<file path="src/prom_prog_pkg.sv">
// constants shared by the prom model and the programmer sequencer
// assumes a 100 MHz clock on both ends
package prom_prog_pkg;
    localparam int ADDR_W = 12;
    localparam int DATA_W = 8;
    localparam int ARRAY_WORDS = 2048;
    localparam logic [11:0] ARRAY_LAST = 12'h7ff;
    localparam logic [11:0] INIT_ADDR = 12'h800;
    localparam logic [11:0] ARCH_ADDR = 12'h801;
    localparam int SEL_BIT = 11;
    localparam logic [7:0] ERASED = 8'hff;
    localparam logic [7:0] ARCH_ASYNC_BOTH = 8'hff;
    localparam logic [7:0] ARCH_SYNC_OE = 8'hfe;
    localparam logic [7:0] ARCH_SYNC_INIT = 8'hfd;
    localparam logic [7:0] ARCH_SYNC_BOTH = 8'hfc;
    localparam int OE_CELL_BIT = 0;
    localparam int INIT_CELL_BIT = 1;
    localparam int MAX_TRIES = 25;
    localparam int CLK_MHZ = 100;
    localparam int CLK_NS = 10;
    localparam int PULSE_US = 1000;
    localparam int SETUP_US = 1;
    localparam int HOLD_US = 1;
    localparam int ACS_US = 100;
    localparam int TV_NS = 100;
    localparam int CLKW_NS = 50;
    localparam int PULSE_CYC = PULSE_US * CLK_MHZ;
    localparam int SETUP_CYC = SETUP_US * CLK_MHZ;
    localparam int HOLD_CYC = HOLD_US * CLK_MHZ;
    localparam int ACS_CYC = ACS_US * CLK_MHZ;
    localparam int TV_CYC = (TV_NS + CLK_NS - 1) / CLK_NS;
    localparam int CLKW_CYC = (CLKW_NS + CLK_NS - 1) / CLK_NS;
    localparam int CNT_W = 24;
    // register map of the programmer, AXI4-Lite byte offsets
    localparam logic [3:0] REG_CTRL = 4'h0;
    localparam logic [3:0] REG_ADDR = 4'h4;
    localparam logic [3:0] REG_DATA = 4'h8;
    localparam logic [3:0] REG_STAT = 4'hc;
    localparam int CTRL_START = 0;
    localparam int CTRL_READ = 1;
    localparam int CTRL_VERIFY_HIGH_VOLTAGE_LEVEL = 2;
    localparam int STAT_BUSY = 0;
    localparam int STAT_DONE = 1;
    localparam int STAT_FAIL = 2;
    localparam int STAT_TRY_LSB = 8;
endpackage : prom_prog_pkg

</file>
<file path="src/prom_prog_if.sv">
// programming pins between the programmer and the registered prom
// pins carry logic levels; vpp and verify high voltage are flags
`timescale 1ns/1ps
interface prom_prog_if;
    import prom_prog_pkg::*;
    logic [ADDR_W-2:0] addr;
    logic lowest_address_line_verify_high_voltage_level;
    logic initialize_select_pin;
    logic output_enable_program_pin;
    logic vpp_on;
    logic prom_clk;
    logic [DATA_W-1:0] dq_prog;
    logic dq_prog_oe;
    logic [DATA_W-1:0] dq_dev;
    logic dq_dev_oe;
    modport programmer (
        output addr, lowest_address_line_verify_high_voltage_level, initialize_select_pin,
        output output_enable_program_pin, vpp_on, prom_clk, dq_prog, dq_prog_oe,
        input dq_dev, dq_dev_oe
    );
    modport device (
        input addr, lowest_address_line_verify_high_voltage_level, initialize_select_pin,
        input output_enable_program_pin, vpp_on, prom_clk, dq_prog, dq_prog_oe,
        output dq_dev, dq_dev_oe
    );
endinterface : prom_prog_if

</file>
<file path="src/prom_programmer.sv">
// prom programmer sequencer with an AXI4-Lite register slave
// assumes the prom answers on the interface pins; one clock, synchronous reset
//
// Behaviour
// - architecture word sets enable and initialize modes
// - array 000-7ff, init 800, arch 801
// - verify voltage shows mode cells on bits
// - verify voltage only at architecture address
// - mode may be inferred from pin behaviour
// - enable high, clock low-high-low disables outputs
// - one millisecond programming pulse after data
// - enable low, clock cycle, outputs show byte
// - retry at most twenty-five times
// - overprogram pulse twice total pulse time
// - full sequence per address, verify all
// - erased locations read all ones
// - pulse between 0.95 and 1.05 ms
// - one microsecond address setup and hold
// - address valid 100 us before clock
// - wait 100 ns before read-back strobe
// - select high array, low special words
// - initialize loads output registers from word
//
// Design decisions made here: the register addresses and the AXI4-Lite interface to the registers.
`timescale 1ns/1ps
module prom_programmer
    import prom_prog_pkg::*;
(
    // clock and reset
    input wire logic mclk_in,
    input wire logic rst_in,
    // axi4-lite write address and data
    input wire logic [3:0] s_awaddr_in,
    input wire logic s_awvalid_in,
    output logic s_awready_out,
    input wire logic [31:0] s_wdata_in,
    input wire logic [3:0] s_wstrb_in,
    input wire logic s_wvalid_in,
    output logic s_wready_out,
    output logic [1:0] s_bresp_out,
    output logic s_bvalid_out,
    input wire logic s_bready_in,
    // axi4-lite read
    input wire logic [3:0] s_araddr_in,
    input wire logic s_arvalid_in,
    output logic s_arready_out,
    output logic [31:0] s_rdata_out,
    output logic [1:0] s_rresp_out,
    output logic s_rvalid_out,
    input wire logic s_rready_in,
    // prom pins
    prom_prog_if.programmer pins
);
    typedef enum logic [3:0] {
        IDLE, DIS_HI, CLK_H1, CLK_L1, SETUP, PULSE, HOLD, EN_LO, CLK_H2, CLK_L2, STROBE
    } st_e;
    typedef struct packed {
        st_e st;
        logic [CNT_W-1:0] cnt;
        logic [CNT_W-1:0] total;
        logic [4:0] tries;
        logic over;
        logic rd_only;
        logic verify_high_voltage_level;
        logic [11:0] addr;
        logic [7:0] data;
        logic [7:0] rdback;
        logic done;
        logic fail;
        logic aw_got;
        logic w_got;
        logic [3:0] awa;
        logic [31:0] wd;
        logic bvalid;
        logic rvalid;
        logic [31:0] rdata;
        logic vpp;
        logic g;
        logic pclk;
        logic [1:0][7:0] dsync;
    } state_s;
    state_s r;
    state_s n;
    logic start;
    logic [7:0] dq_s;
    function automatic logic [CNT_W-1:0] cyc(input int v);
        return v[CNT_W-1:0];
    endfunction : cyc
    // ************************************************
    // sequencer and register slave
    // ************************************************
    always_comb begin
        n = r;
        start = 1'b0;
        dq_s = r.dsync[1];
        // a floating data bus reads inverted so it never passes as data
        n.dsync = {r.dsync[0], pins.dq_dev_oe ? pins.dq_dev : ~pins.dq_dev};
        n.cnt = (r.cnt != '0) ? r.cnt - 1'b1 : r.cnt;
        if (s_awvalid_in && !r.aw_got) begin
            n.aw_got = 1'b1;
            n.awa = s_awaddr_in;
        end
        if (s_wvalid_in && !r.w_got) begin
            n.w_got = 1'b1;
            n.wd = s_wdata_in;
        end
        if (r.aw_got && r.w_got && !r.bvalid) begin
            n.bvalid = 1'b1;
            n.aw_got = 1'b0;
            n.w_got = 1'b0;
            unique case (r.awa)
                REG_CTRL: start = r.wd[CTRL_START] && r.st == IDLE;
                REG_ADDR: n.addr = r.wd[11:0];
                REG_DATA: n.data = r.wd[7:0];
                default: ;
            endcase
            if (r.awa == REG_CTRL && start) begin
                n.rd_only = r.wd[CTRL_READ];
                n.verify_high_voltage_level = r.wd[CTRL_VERIFY_HIGH_VOLTAGE_LEVEL] && r.addr == ARCH_ADDR;
            end
        end
        if (r.bvalid && s_bready_in) begin
            n.bvalid = 1'b0;
        end
        if (s_arvalid_in && !r.rvalid) begin
            n.rvalid = 1'b1;
            unique case (s_araddr_in)
                REG_CTRL: n.rdata = {29'h0, r.verify_high_voltage_level, r.rd_only, 1'b0};
                REG_ADDR: n.rdata = {20'h0, r.addr};
                REG_DATA: n.rdata = {16'h0, r.rdback, r.data};
                REG_STAT: n.rdata = {19'h0, r.tries, 5'h0, r.fail, r.done, r.st != IDLE};
                default: n.rdata = 32'h0;
            endcase
        end
        if (r.rvalid && s_rready_in) begin
            n.rvalid = 1'b0;
        end
        unique case (r.st)
            IDLE: if (start) begin
                n.st = DIS_HI;
                n.done = 1'b0;
                n.fail = 1'b0;
                n.tries = '0;
                n.total = '0;
                n.over = 1'b0;
                n.cnt = cyc(ACS_CYC);
            end
            DIS_HI: begin
                n.g = 1'b1;
                if (r.cnt == '0) begin
                    n.st = CLK_H1;
                    n.cnt = cyc(CLKW_CYC);
                end
            end
            CLK_H1: begin
                n.pclk = 1'b1;
                if (r.cnt == '0) begin
                    n.st = CLK_L1;
                    n.pclk = 1'b0;
                    n.cnt = cyc(CLKW_CYC);
                end
            end
            CLK_L1: if (r.cnt == '0) begin
                n.st = r.rd_only ? EN_LO : SETUP;
                n.cnt = cyc(SETUP_CYC);
            end
            SETUP: if (r.cnt == '0) begin
                n.st = PULSE;
                n.vpp = 1'b1;
                // overpulse is twice the summed initial pulses
                n.cnt = r.over ? r.total << 1 : cyc(PULSE_CYC);
                if (!r.over) begin
                    n.total = r.total + cyc(PULSE_CYC);
                    n.tries = r.tries + 1'b1;
                end
            end
            PULSE: if (r.cnt == '0) begin
                n.st = HOLD;
                n.vpp = 1'b0;
                n.cnt = cyc(HOLD_CYC);
            end
            HOLD: if (r.cnt == '0) begin
                n.st = r.over ? IDLE : EN_LO;
                n.done = r.over;
                n.cnt = cyc(CLKW_CYC);
            end
            EN_LO: begin
                n.g = 1'b0;
                if (r.cnt == '0) begin
                    n.st = CLK_H2;
                    n.pclk = 1'b1;
                    n.cnt = cyc(CLKW_CYC);
                end
            end
            CLK_H2: if (r.cnt == '0) begin
                n.st = CLK_L2;
                n.pclk = 1'b0;
                n.cnt = cyc(TV_CYC + 2);
            end
            CLK_L2: if (r.cnt == '0) begin
                n.st = STROBE;
            end
            STROBE: begin
                n.rdback = dq_s;
                if (r.rd_only || dq_s == r.data) begin
                    // every further pulse first disables the live outputs
                    n.st = r.rd_only ? IDLE : DIS_HI;
                    n.over = !r.rd_only;
                    n.done = r.rd_only;
                    n.cnt = cyc(CLKW_CYC);
                end else if (r.tries >= 5'(MAX_TRIES)) begin
                    n.st = IDLE;
                    n.fail = 1'b1;
                end else begin
                    n.st = DIS_HI;
                    n.cnt = cyc(CLKW_CYC);
                end
            end
            default: n.st = IDLE;
        endcase
    end
    always_ff @(posedge mclk_in) begin
        if (rst_in) begin
            r <= '0;
            r.st <= IDLE;
        end else begin
            r <= n;
        end
    end
    assign s_awready_out = !r.aw_got;
    assign s_wready_out = !r.w_got;
    assign s_bresp_out = 2'h0;
    assign s_bvalid_out = r.bvalid;
    assign s_arready_out = !r.rvalid;
    assign s_rdata_out = r.rdata;
    assign s_rresp_out = 2'h0;
    assign s_rvalid_out = r.rvalid;
    assign pins.addr = r.addr[10:0];
    assign pins.initialize_select_pin = !r.addr[SEL_BIT];
    assign pins.lowest_address_line_verify_high_voltage_level = r.verify_high_voltage_level && r.st != IDLE;
    assign pins.output_enable_program_pin = r.g;
    assign pins.vpp_on = r.vpp;
    assign pins.prom_clk = r.pclk;
    assign pins.dq_prog = r.data;
    assign pins.dq_prog_oe = r.g && (r.st inside {SETUP, PULSE, HOLD});
endmodule : prom_programmer

</file>
<file path="src/flat_wrapper.sv">
// flat-port wrapper written by rule: the top's interface ports become plain ports
module prom_programmer_flat import prom_prog_pkg::*;
  (mclk_in, rst_in, s_awaddr_in, s_awvalid_in, s_awready_out, s_wdata_in, s_wstrb_in, s_wvalid_in, s_wready_out, s_bresp_out, s_bvalid_out, s_bready_in, s_araddr_in, s_arvalid_in, s_arready_out, s_rdata_out, s_rresp_out, s_rvalid_out, s_rready_in, pins_addr, pins_lowest_address_line_verify_high_voltage_level, pins_initialize_select_pin, pins_output_enable_program_pin, pins_vpp_on, pins_prom_clk, pins_dq_prog, pins_dq_prog_oe, pins_dq_dev, pins_dq_dev_oe);
  prom_prog_if pins_i ();
  input wire logic mclk_in;
  input wire logic rst_in;
  input wire logic [3:0] s_awaddr_in;
  input wire logic s_awvalid_in;
  output logic s_awready_out;
  input wire logic [31:0] s_wdata_in;
  input wire logic [3:0] s_wstrb_in;
  input wire logic s_wvalid_in;
  output logic s_wready_out;
  output logic [1:0] s_bresp_out;
  output logic s_bvalid_out;
  input wire logic s_bready_in;
  input wire logic [3:0] s_araddr_in;
  input wire logic s_arvalid_in;
  output logic s_arready_out;
  output logic [31:0] s_rdata_out;
  output logic [1:0] s_rresp_out;
  output logic s_rvalid_out;
  input wire logic s_rready_in;
  output wire logic [$bits(pins_i.addr)-1:0] pins_addr;
  output wire logic [$bits(pins_i.lowest_address_line_verify_high_voltage_level)-1:0] pins_lowest_address_line_verify_high_voltage_level;
  output wire logic [$bits(pins_i.initialize_select_pin)-1:0] pins_initialize_select_pin;
  output wire logic [$bits(pins_i.output_enable_program_pin)-1:0] pins_output_enable_program_pin;
  output wire logic [$bits(pins_i.vpp_on)-1:0] pins_vpp_on;
  output wire logic [$bits(pins_i.prom_clk)-1:0] pins_prom_clk;
  output wire logic [$bits(pins_i.dq_prog)-1:0] pins_dq_prog;
  output wire logic [$bits(pins_i.dq_prog_oe)-1:0] pins_dq_prog_oe;
  input wire logic [$bits(pins_i.dq_dev)-1:0] pins_dq_dev;
  input wire logic [$bits(pins_i.dq_dev_oe)-1:0] pins_dq_dev_oe;
  assign pins_addr = pins_i.addr;
  assign pins_lowest_address_line_verify_high_voltage_level = pins_i.lowest_address_line_verify_high_voltage_level;
  assign pins_initialize_select_pin = pins_i.initialize_select_pin;
  assign pins_output_enable_program_pin = pins_i.output_enable_program_pin;
  assign pins_vpp_on = pins_i.vpp_on;
  assign pins_prom_clk = pins_i.prom_clk;
  assign pins_dq_prog = pins_i.dq_prog;
  assign pins_dq_prog_oe = pins_i.dq_prog_oe;
  assign pins_i.dq_dev = pins_dq_dev;
  assign pins_i.dq_dev_oe = pins_dq_dev_oe;
  prom_programmer u_core (.mclk_in(mclk_in), .rst_in(rst_in), .s_awaddr_in(s_awaddr_in), .s_awvalid_in(s_awvalid_in), .s_awready_out(s_awready_out), .s_wdata_in(s_wdata_in), .s_wstrb_in(s_wstrb_in), .s_wvalid_in(s_wvalid_in), .s_wready_out(s_wready_out), .s_bresp_out(s_bresp_out), .s_bvalid_out(s_bvalid_out), .s_bready_in(s_bready_in), .s_araddr_in(s_araddr_in), .s_arvalid_in(s_arvalid_in), .s_arready_out(s_arready_out), .s_rdata_out(s_rdata_out), .s_rresp_out(s_rresp_out), .s_rvalid_out(s_rvalid_out), .s_rready_in(s_rready_in), .pins(pins_i));
endmodule
</file>
<file path="config.mk">
export PLATFORM = sky130hd
export DESIGN_NAME = prom_programmer_flat
export DESIGN_NICKNAME = d
export VERILOG_FILES = /design/src/prom_prog_pkg.sv /design/src/prom_prog_if.sv /design/src/prom_programmer.sv /design/src/flat_wrapper.sv
export SDC_FILE = /design/constraint.sdc
export NUM_CORES = 1
export LEC_CHECK = 0
export ABC_AREA = 1
export CAP_MARGIN = 10
export CORE_ASPECT_RATIO = 0.7
export CORE_MARGIN = 10
export CORE_UTILIZATION = 53
export DETAILED_ROUTE_END_ITERATION = 12
export DONT_BUFFER_PORTS = 1
export PLACE_DENSITY = 0.68
export SLEW_MARGIN = 20
export SYNTH_ARGS = -nofsm -noshare
export SYNTH_HDL_FRONTEND = slang
export SYNTH_SLANG_ARGS = --single-unit
</file>
<file path="constraint.sdc">
create_clock -name mclk_in -period 3 [get_ports mclk_in]
set_input_delay 0.6 -clock mclk_in [delete_from_list [all_inputs] [get_ports mclk_in]]
set_output_delay 0.6 -clock mclk_in [all_outputs]
set_load 0.01 [all_outputs]
</file>
# Yosys cells after proc, flatten, opt, wreduce, memory -nomap -nowiden
# Cells that the tools add are included.
# classes
add_sub_neg,3
n_mul,0
div,0
magnitude_cmp,1
n_eq_ne,31
shifts,0
mux,42
bitwise,1
reduce_logical,45
# op_table
operator,n
$pmux W24 S10,1
$mux W28,8
$mux W24,3
$pmux W16 S4,1
$mux W58,1
$pmux W29 S2,1
$mux W57,1
$pmux W4 S11,1
$mux W29,1
$add A24 B17 Y24 const B,1
$eq A4 B3 Y1 const B,6
$eq A4 B4 Y1 const B,6
$logic_not A24 Y1,1
$ne A2 B1 Y1 const B,12
$reduce_bool A24 Y1,1
$sub A24 B1 Y24 const B,1
$mux W1,13
$eq A12 B12 Y1 const B,1
$logic_and A1 B1 Y1,12
$logic_not A4 Y1,3
$reduce_and A4 Y1,3
$reduce_and A10 Y1,1
$reduce_and A3 Y1,3
$reduce_bool A3 Y1,3
19 further kinds,38
# word_totals
ff_bits,161
latch_bits,0
ram_bits,0
mem_bits_ro,0
inputBits,60
out_inout_bits,66
elab_cells,147
n_memories,0

# Longest topological paths before layout
# Gate-level depths: netlist (run 1).
# depth
ltp_word,7
depth_mapped,15
depth_no_buf,15

# Worst setup path after synthesis (run 1)
# Ideal clock, no wire load.
# synth_timing
path_type,input to register
startpoint,input s_araddr_in[1]
endpoint,"register u_core.r, in the netlist u_core.s_rdata_out[8]"
setup_time_ns,0.070
arrival_time_ns,1.749
required_time_ns,2.930
path_slack_ns,1.181
stages,7
path_buffers,0
path_cell_list,nor2_1 inv_1 nor3_1 inv_1 o211ai_1 nand2_1 a21oi_1
# synth_via
elab_chain_cells,2
elab_cells_between_ends,5
classes_between,eq/ne (3); mux (1); reduce/logical (1)
# synth_rtl
item,line,text
start: declaration,flat_wrapper.sv:17,input wire logic [3:0] s_araddr_in;
"$eq A4 B4 Y1, or another cell as far along",prom_programmer.sv:127,unique case (s_araddr_in)
$pmux W16 S4 *,prom_programmer.sv:127,
end signal: assignment,prom_programmer.sv:227,r <= n;
end: declaration,prom_programmer.sv:82,state_s r;
# Mark *: on every way between the ends. The rest lies on a longest branch, timed or not.
# A chain may end at the register's enable or synchronous reset.

# Worst setup path after layout (run 1)
# layout_timing
startpoint,register u_core.r[153] in the netlist's numbering
endpoint,register u_core.r[173] in the netlist's numbering
# layout_via
elab_chain_cells,5
elab_cells_between_ends,16
classes_between,add/sub (1); mux (13); reduce/logical (2)
# layout_rtl
item,line,text
$sub A24 B1 Y24 or $reduce_bool A24 Y1 (tied branches),prom_programmer.sv:98,n.cnt = (r.cnt != '0) ? r.cnt - 1'b1 : r.cnt;
$mux W24,prom_programmer.sv:98,
$mux W24,prom_programmer.sv:211,end else if (r.tries >= 5'(MAX_TRIES)) begin
$mux W28,prom_programmer.sv:205,if (r.rd_only || dq_s == r.data) begin
$pmux W24 S10 *,prom_programmer.sv:138,unique case (r.st)
# Mark *: on every way between the ends. The rest lies on a longest branch, timed or not. The select of a mux whose other input is x is not followed.

==> results of run 1 <==
-- cell families after synthesis --
family / Yosys count
buffers and inverters: 220
other: 1
DFF: 139
xor gates and xnor gates: 29
and+or+nand+nor: 487
AOI/OAI and AO/OA: 215
adders and majority gates: 7
-- synthesized netlist by cell type, types with 2 or more instances --
cell / n
nor2_1: 135
a21oi_1: 98
inv_2: 8
nand3_2: 3
nand2_4: 7
inv_1: 121
nor2_4: 4
o21a_1: 2
buf_2: 6
ha_1: 7
nand2_2: 2
o22ai_1: 3
nor4_1: 2
o21ai_1: 4
o21ai_2: 2
o21bai_1: 2
o211ai_1: 6
nor2_8: 3
o2111ai_1: 2
or2_2: 3
nor3_1: 14
buf_1: 3
nand3b_1: 4
inv_4: 3
a31oi_1: 11
nand2_1: 234
buf_4: 56
o21ai_0: 67
nand3_1: 51
o21ai_4: 2
nand4_1: 13
dfxtp_1: 139
a211oi_1: 12
xor2_1: 20
clkbuf_1: 21
xnor2_1: 9
nor2_2: 7
-- worst max-delay path, stage by stage, from the launching register on --
cell,delay [ps]
dfxtp_1,360
inv_1,210
ha_1,250
nand3_1,90
nor2_1,140
nand3_2,220
inv_2,150
nand2_1,100
nor2_1,330
nand2_1,170
nand3_1,120
nand2_1,50
inv_1,70
-- through the flow --
step / power (W) / cell area [um^2]
3_3_place_gp: 0.00435 / 7450
5_1_grt: 0.00697 / 8040
6_report: 0.00655 / 8040
3_5_place_dp: 0.00438 / 7450
4_1_cts: 0.00651 / 8040
2_1_floorplan: 0.00396 / 7670
-- final cells by class --
cell class / count / area, um^2 / area share (%)
multi-input combinational: 758 / 3830 / 47.6
sequential: 139 / 2780 / 34.6
inverter: 132 / 503 / 6.26
clock buffer: 19 / 443 / 5.51
tap: 190 / 238 / 2.96
clock inverter: 13 / 148 / 1.84
timing repair buffer: 11 / 95.1 / 1.18
-- power by group through the flow --
stage	Sequential [W]	Combinational, W	Clock [W]
5_1_grt	0.00224	0.00248	0.00224
2_1_floorplan	0.00220	0.00177	0
4_1_cts	0.00221	0.00216	0.00214
3_3_place_gp	0.00225	0.00210	0
6_report	0.00222	0.00221	0.00212
3_5_place_dp	0.00225	0.00213	0
-- worst max-delay path by stage --
stage / start / slack [ps] / end
final: u_core.r[153] / 700 / u_core.r[173]
after global routing: u_core.r[89] / 510 / u_core.r[164]
after CTS: u_core.s_bvalid_out / 760 / u_core.r[164]
after detailed placement: u_core.s_bvalid_out / 780 / u_core.r[165]
after global placement: u_core.s_bvalid_out / 810 / u_core.r[165]
after floorplan: s_araddr_in[1] / 1180 / u_core.s_rdata_out[8]
-- per-layer routing --
layer	part of all wire [%]	GRT usage, %
met5	0	0
met2	37	26.3
met4	1.7	6.40
met1	48	31.3
met3	13	7.42
-- sequential cells by signal, indices dropped and copies added, names as in the netlist --
name                                   cells
u_core.r                                  83
u_core.s_rdata_out                        16
u_core.pins.addr                          11
u_core.dq_s                                8
u_core.n                                   8
u_core.pins.dq_prog                        8
u_core.pins.output_enable_program_pin      1
u_core.pins.prom_clk                       1
u_core.pins.vpp_on                         1
u_core.s_bvalid_out                        1
u_core.s_rvalid_out                        1
==> reports/metrics.yaml, run 1 <==
sta:
  finClkSkew_ps: 9.50
  drv_slew: 0
  slew_headroom_pct: 41.2
  max_freq_mhz: 435
  setup_slack_ps: 702
  fin_crit_sh_pct: 76.6
  rsz0062_at_grt: "false"
  holdWs_ps: 240
  hold_viol_final: 0
  fin_setup_tns_ps: 0
  worst_slew_pin_slew_ps: 879
  fin_crit_ps: 2300
  setup_violations: 0
floorplan:
  die_area_um2: 19600
  boundaryPins: 126
  initial_core_util_pct: 54.4
  die_w_um: 163
  core_area_um2: 14000
  fp.dieH_um: 120
  rows: 36
route:
  wl_um: 20700
  routedWlPerCell_um: 16.4
  vias: 6853
  dr.pass1.iters: 5
  drt_iter0_drc: 722
  detail_route.vias_per_cell: 5.43
  drtAntennaViolNets: 0
  drc: 0
setup_path:
  critPathKind: "reg2reg"
  cp-end-kind: "register"
  ff2ff_setup_slack_ps: 700
  setup.worst_path.start_class: "register"
  worstPathMaxFanout: 8
  r2r_end: "u_core.r[173]"
  cp.required_ps: 3380
  r2r_cells: 12
  r2r_start: "u_core.r[153]"
  cp.arrival_ps: 2680
grt:
  grt_pass1_vias: 6102
  grtUsageTotal_pct: 20.8
  antenna_found_initial: 0
  grt_overflow_total: 0
  grt_max_degree: 78
  grt_pass1_wl_um: 32600
clocking:
  post-cts-setup-buffers: 0
  cts_tree: "yes"
  clk_latency_ps: 440
  hold_buffers: 0
  cts_resized: 0
  cts_root_buffer: "clkbuf_16"
  clock_path_buffers: 2
  cts.sinks: 139
  h-tree-depth: 4
  numCtsBuffers: 17
  clk_pin_slew_worst_paths_ps: 70
synth:
  synth-simple-area-share_pct: 29.0
  synth_compound_area_share_pct: 15.8
  synth_xor_area_share_pct: 3.34
  yosysSeqAreaShare_pct: 36.6
  synthMuxAreaShare_pct: 0
  synth_top_family_by_area: "simple AND/OR/NAND/NOR gates"
  syn_area_per_cell_um2: 6.92
  synth_top_area_share_pct: 36.6
  yosys_most_used_dff: "dfxtp_1"
  synthTopCellsByArea: "dfxtp_1 37%, nand2_1 12%, nor2_1 6.7%"
  async_flop_share_pct: 0
  synth_warnings: 0
  synth_cell_types: 49
  synth_top_area_cell: "dfxtp_1"
  ys_ff_latch: 139
  synth_area_um2: 7600
  synth_edf_count: 0
  postSynthCellCount: 1098
  synth_adder_area_share_pct: 1.15
layout:
  final_cell_mix: "234 x nand2_1, 139 x dfxtp_1, 135 x nor2_1"
  final_util_pct: 57.6
  drive_above_1_share_pct: 8.49
  finalNetCount: 1126
  nFillCells: 1346
  stdcell_count: 1262
  diodes: 0
  final_common_cell: "nand2_1"
  synthToLayoutAreaGrowth_pct: 5.74
place:
  place_inst: 1230
  place_ws_ps: 781
  dp_hpwl_um: 15300
  port_buffers: 0
  globalplace.congestion: 0.941
run:
  maxCapViolCount: 0
power_and_ir_drop:
  seq_power_share_pct: 33.9
  p_int_w: 0.00401
  p_sw_w: 0.00254
  power_density_nw_per_um2: 815
  peakVddDrop_uv: 461
  p_clk_share_pct: 32.4
  swShare_pct: 38.8
  p_leak_nw: 3.40
  power_frac_comb_pct: 33.7
min_path:
  hold_path_end: "u_core.n[8]"
  hold_class: "in2reg"
  hold_start: "rst_in"
  hold-path-cell-count: 1
status:
  status: "complete, no violations"
No activity file was read; power rests on OpenSTA's default activity.
==> run 2: changes to the inputs <==
Clock period 3 ns to 2.3 ns, I/O delays scaled along.
==> reports/metrics.yaml, run 2 (synthesis results as in run 1) <==
sta:
  finClkSkew_ps: 10.8
  setup_violations: 0
  drv_slew: 0
  rsz0062_at_grt: "false"
  fin_setup_tns_ps: 0
  fin_crit_sh_pct: 90.6
  max_freq_mhz: 480
  hold_viol_final: 0
  slew_headroom_pct: 63.5
  fin_crit_ps: 2080
  worst_slew_pin_slew_ps: 548
layout:
  final_common_cell: "nand2_1"
  fin_area_um2: 8130
  drive_above_1_share_pct: 9.68
  finalNetCount: 1140
  final_cell_mix: "234 x nand2_1, 139 x dfxtp_1, 135 x nor2_1"
  largest_register_ffs: 83
  largest_register: "u_core.r"
  synthToLayoutAreaGrowth_pct: 6.90
min_path:
  hold_path_end: "u_core.n[9]"
  hold_class: "in2reg"
  hold_start: "rst_in"
  hold-path-cell-count: 1
route:
  vias: 6836
  detail_route.vias_per_cell: 5.36
  drtAntennaViolNets: 0
  wl_um: 20600
  drt_iter0_drc: 732
  dr.pass1.iters: 6
  routedWlPerCell_um: 16.1
  drc: 0
floorplan:
  rows: 36
  boundaryPins: 126
  die_w_um: 163
  initial_core_util_pct: 54.4
  fp.dieH_um: 120
  die_area_um2: 19600
  core_area_um2: 14000
setup_path:
  worstPathMaxFanout: 7
  ff2ff_setup_slack_ps: 250
  path_cells: "nor2_4 -> nand2_4 -> inv_2 -> nor2_1"
  r2r_cells: 11
  cp.required_ps: 1840
  setup.worst_path.start_class: "register"
  critPathKind: "reg2out"
  crit_path_top_delay_cell: "dfxtp_1"
  r2r_end: "u_core.r[168]"
  cpPeakStageDelay_ps: 580
  cp-end-kind: "primary output"
  cp.arrival_ps: 1620
  r2r_start: "u_core.r[153]"
place:
  dp_hpwl_um: 15500
  dpl_cell_area_um2: 7560
  globalplace.congestion: 0.928
  port_buffers: 0
grt:
  grt_pass1_wl_um: 32900
  grtUsageTotal_pct: 21.0
  antenna_found_initial: 2
  grt_overflow_total: 0
  grt_pass1_vias: 6126
  grt_max_degree: 78
clocking:
  cts_resized: 0
  cts_root_buffer: "clkbuf_16"
  hold_buffers: 0
  numCtsBuffers: 17
  post-cts-setup-buffers: 0
  h-tree-depth: 4
  clk_latency_ps: 430
  cts_tree: "yes"
  cts.sinks: 139
  clk_pin_slew_worst_paths_ps: 70
  clock_path_buffers: 2
power_and_ir_drop:
  p_total_w: 0.00844
  power_density_nw_per_um2: 1040
  peakVddDrop_uv: 554
  p_leak_nw: 3.46
run:
  maxCapViolCount: 0
status:
  status: "complete, no violations"
## run 2: critical path, delay by kind of cell (launching register included)
kind,cells,cell delay (ps)
flops,1,580
buf+inv,1,90
simple gates,3,530
## run 2: worst max-delay path by stage
stage | cells past startpoint | slack, ps | start | end
finish | 4 | 220 | u_core.r[180] | pins_lowest_address_line_verify_high_voltage_level
floorplan | 11 | 530 | u_core.r[153] | u_core.r[153]
global route | 9 | 30 | u_core.s_bvalid_out | u_core.r[139]
global placement | 9 | 340 | u_core.s_bvalid_out | u_core.r[139]
CTS | 4 | 210 | u_core.r[180] | pins_lowest_address_line_verify_high_voltage_level
detailed placement | 9 | 300 | u_core.s_bvalid_out | u_core.r[139]
## run 2: layer usage
metal  vias to the layer above  share of wire [%]  wire length, um  track usage (%)
li1                       3438                  -                -                -
met1                      3060                 50            10200             32.0
met2                       314                 37             7690             26.7
met3                        22                 12             2370             6.78
met4                         2                1.1              228             6.18
met5                         -              0.063               13                0
## run 2: through the flow
step | hold WS, ps | setup slack, ps | utilization, % | std cells
floorplan | 388 | 529 | - | 1117
global placement | 392 | 338 | 54.2 | 1244
detailed placement | 392 | 299 | 54.2 | 1244
CTS | 85.9 | 209 | 58.2 | 1275
global route | 76.2 | 29.5 | 58.2 | 1275
finish | 94.7 | 216 | 58.2 | 1276
## run 2: area by class of cell
| class | instances | area, um^2 |
|---|---|---|
| Tap cell | 190 | 238 |
| Clock inverter | 14 | 133 |
| Inverter | 132 | 503 |
| Multi-Input combinational cell | 758 | 3830 |
| Clock buffer | 17 | 425 |
| Timing Repair Buffer | 25 | 213 |
| Sequential cell | 139 | 2780 |
| Fill cell | 1343 | 5840 |
| Antenna cell | 1 | 2.50 |
## run 2: power breakdown
group / total, W / internal [W] / switching (W)
clock network: 0.00259 / 0.00142 / 0.00117
logic: 0.00294 / 0.00106 / 0.00188
registers: 0.00291 / 0.00266 / 0.000250
total: 0.00844 / 0.00513 / 0.00330
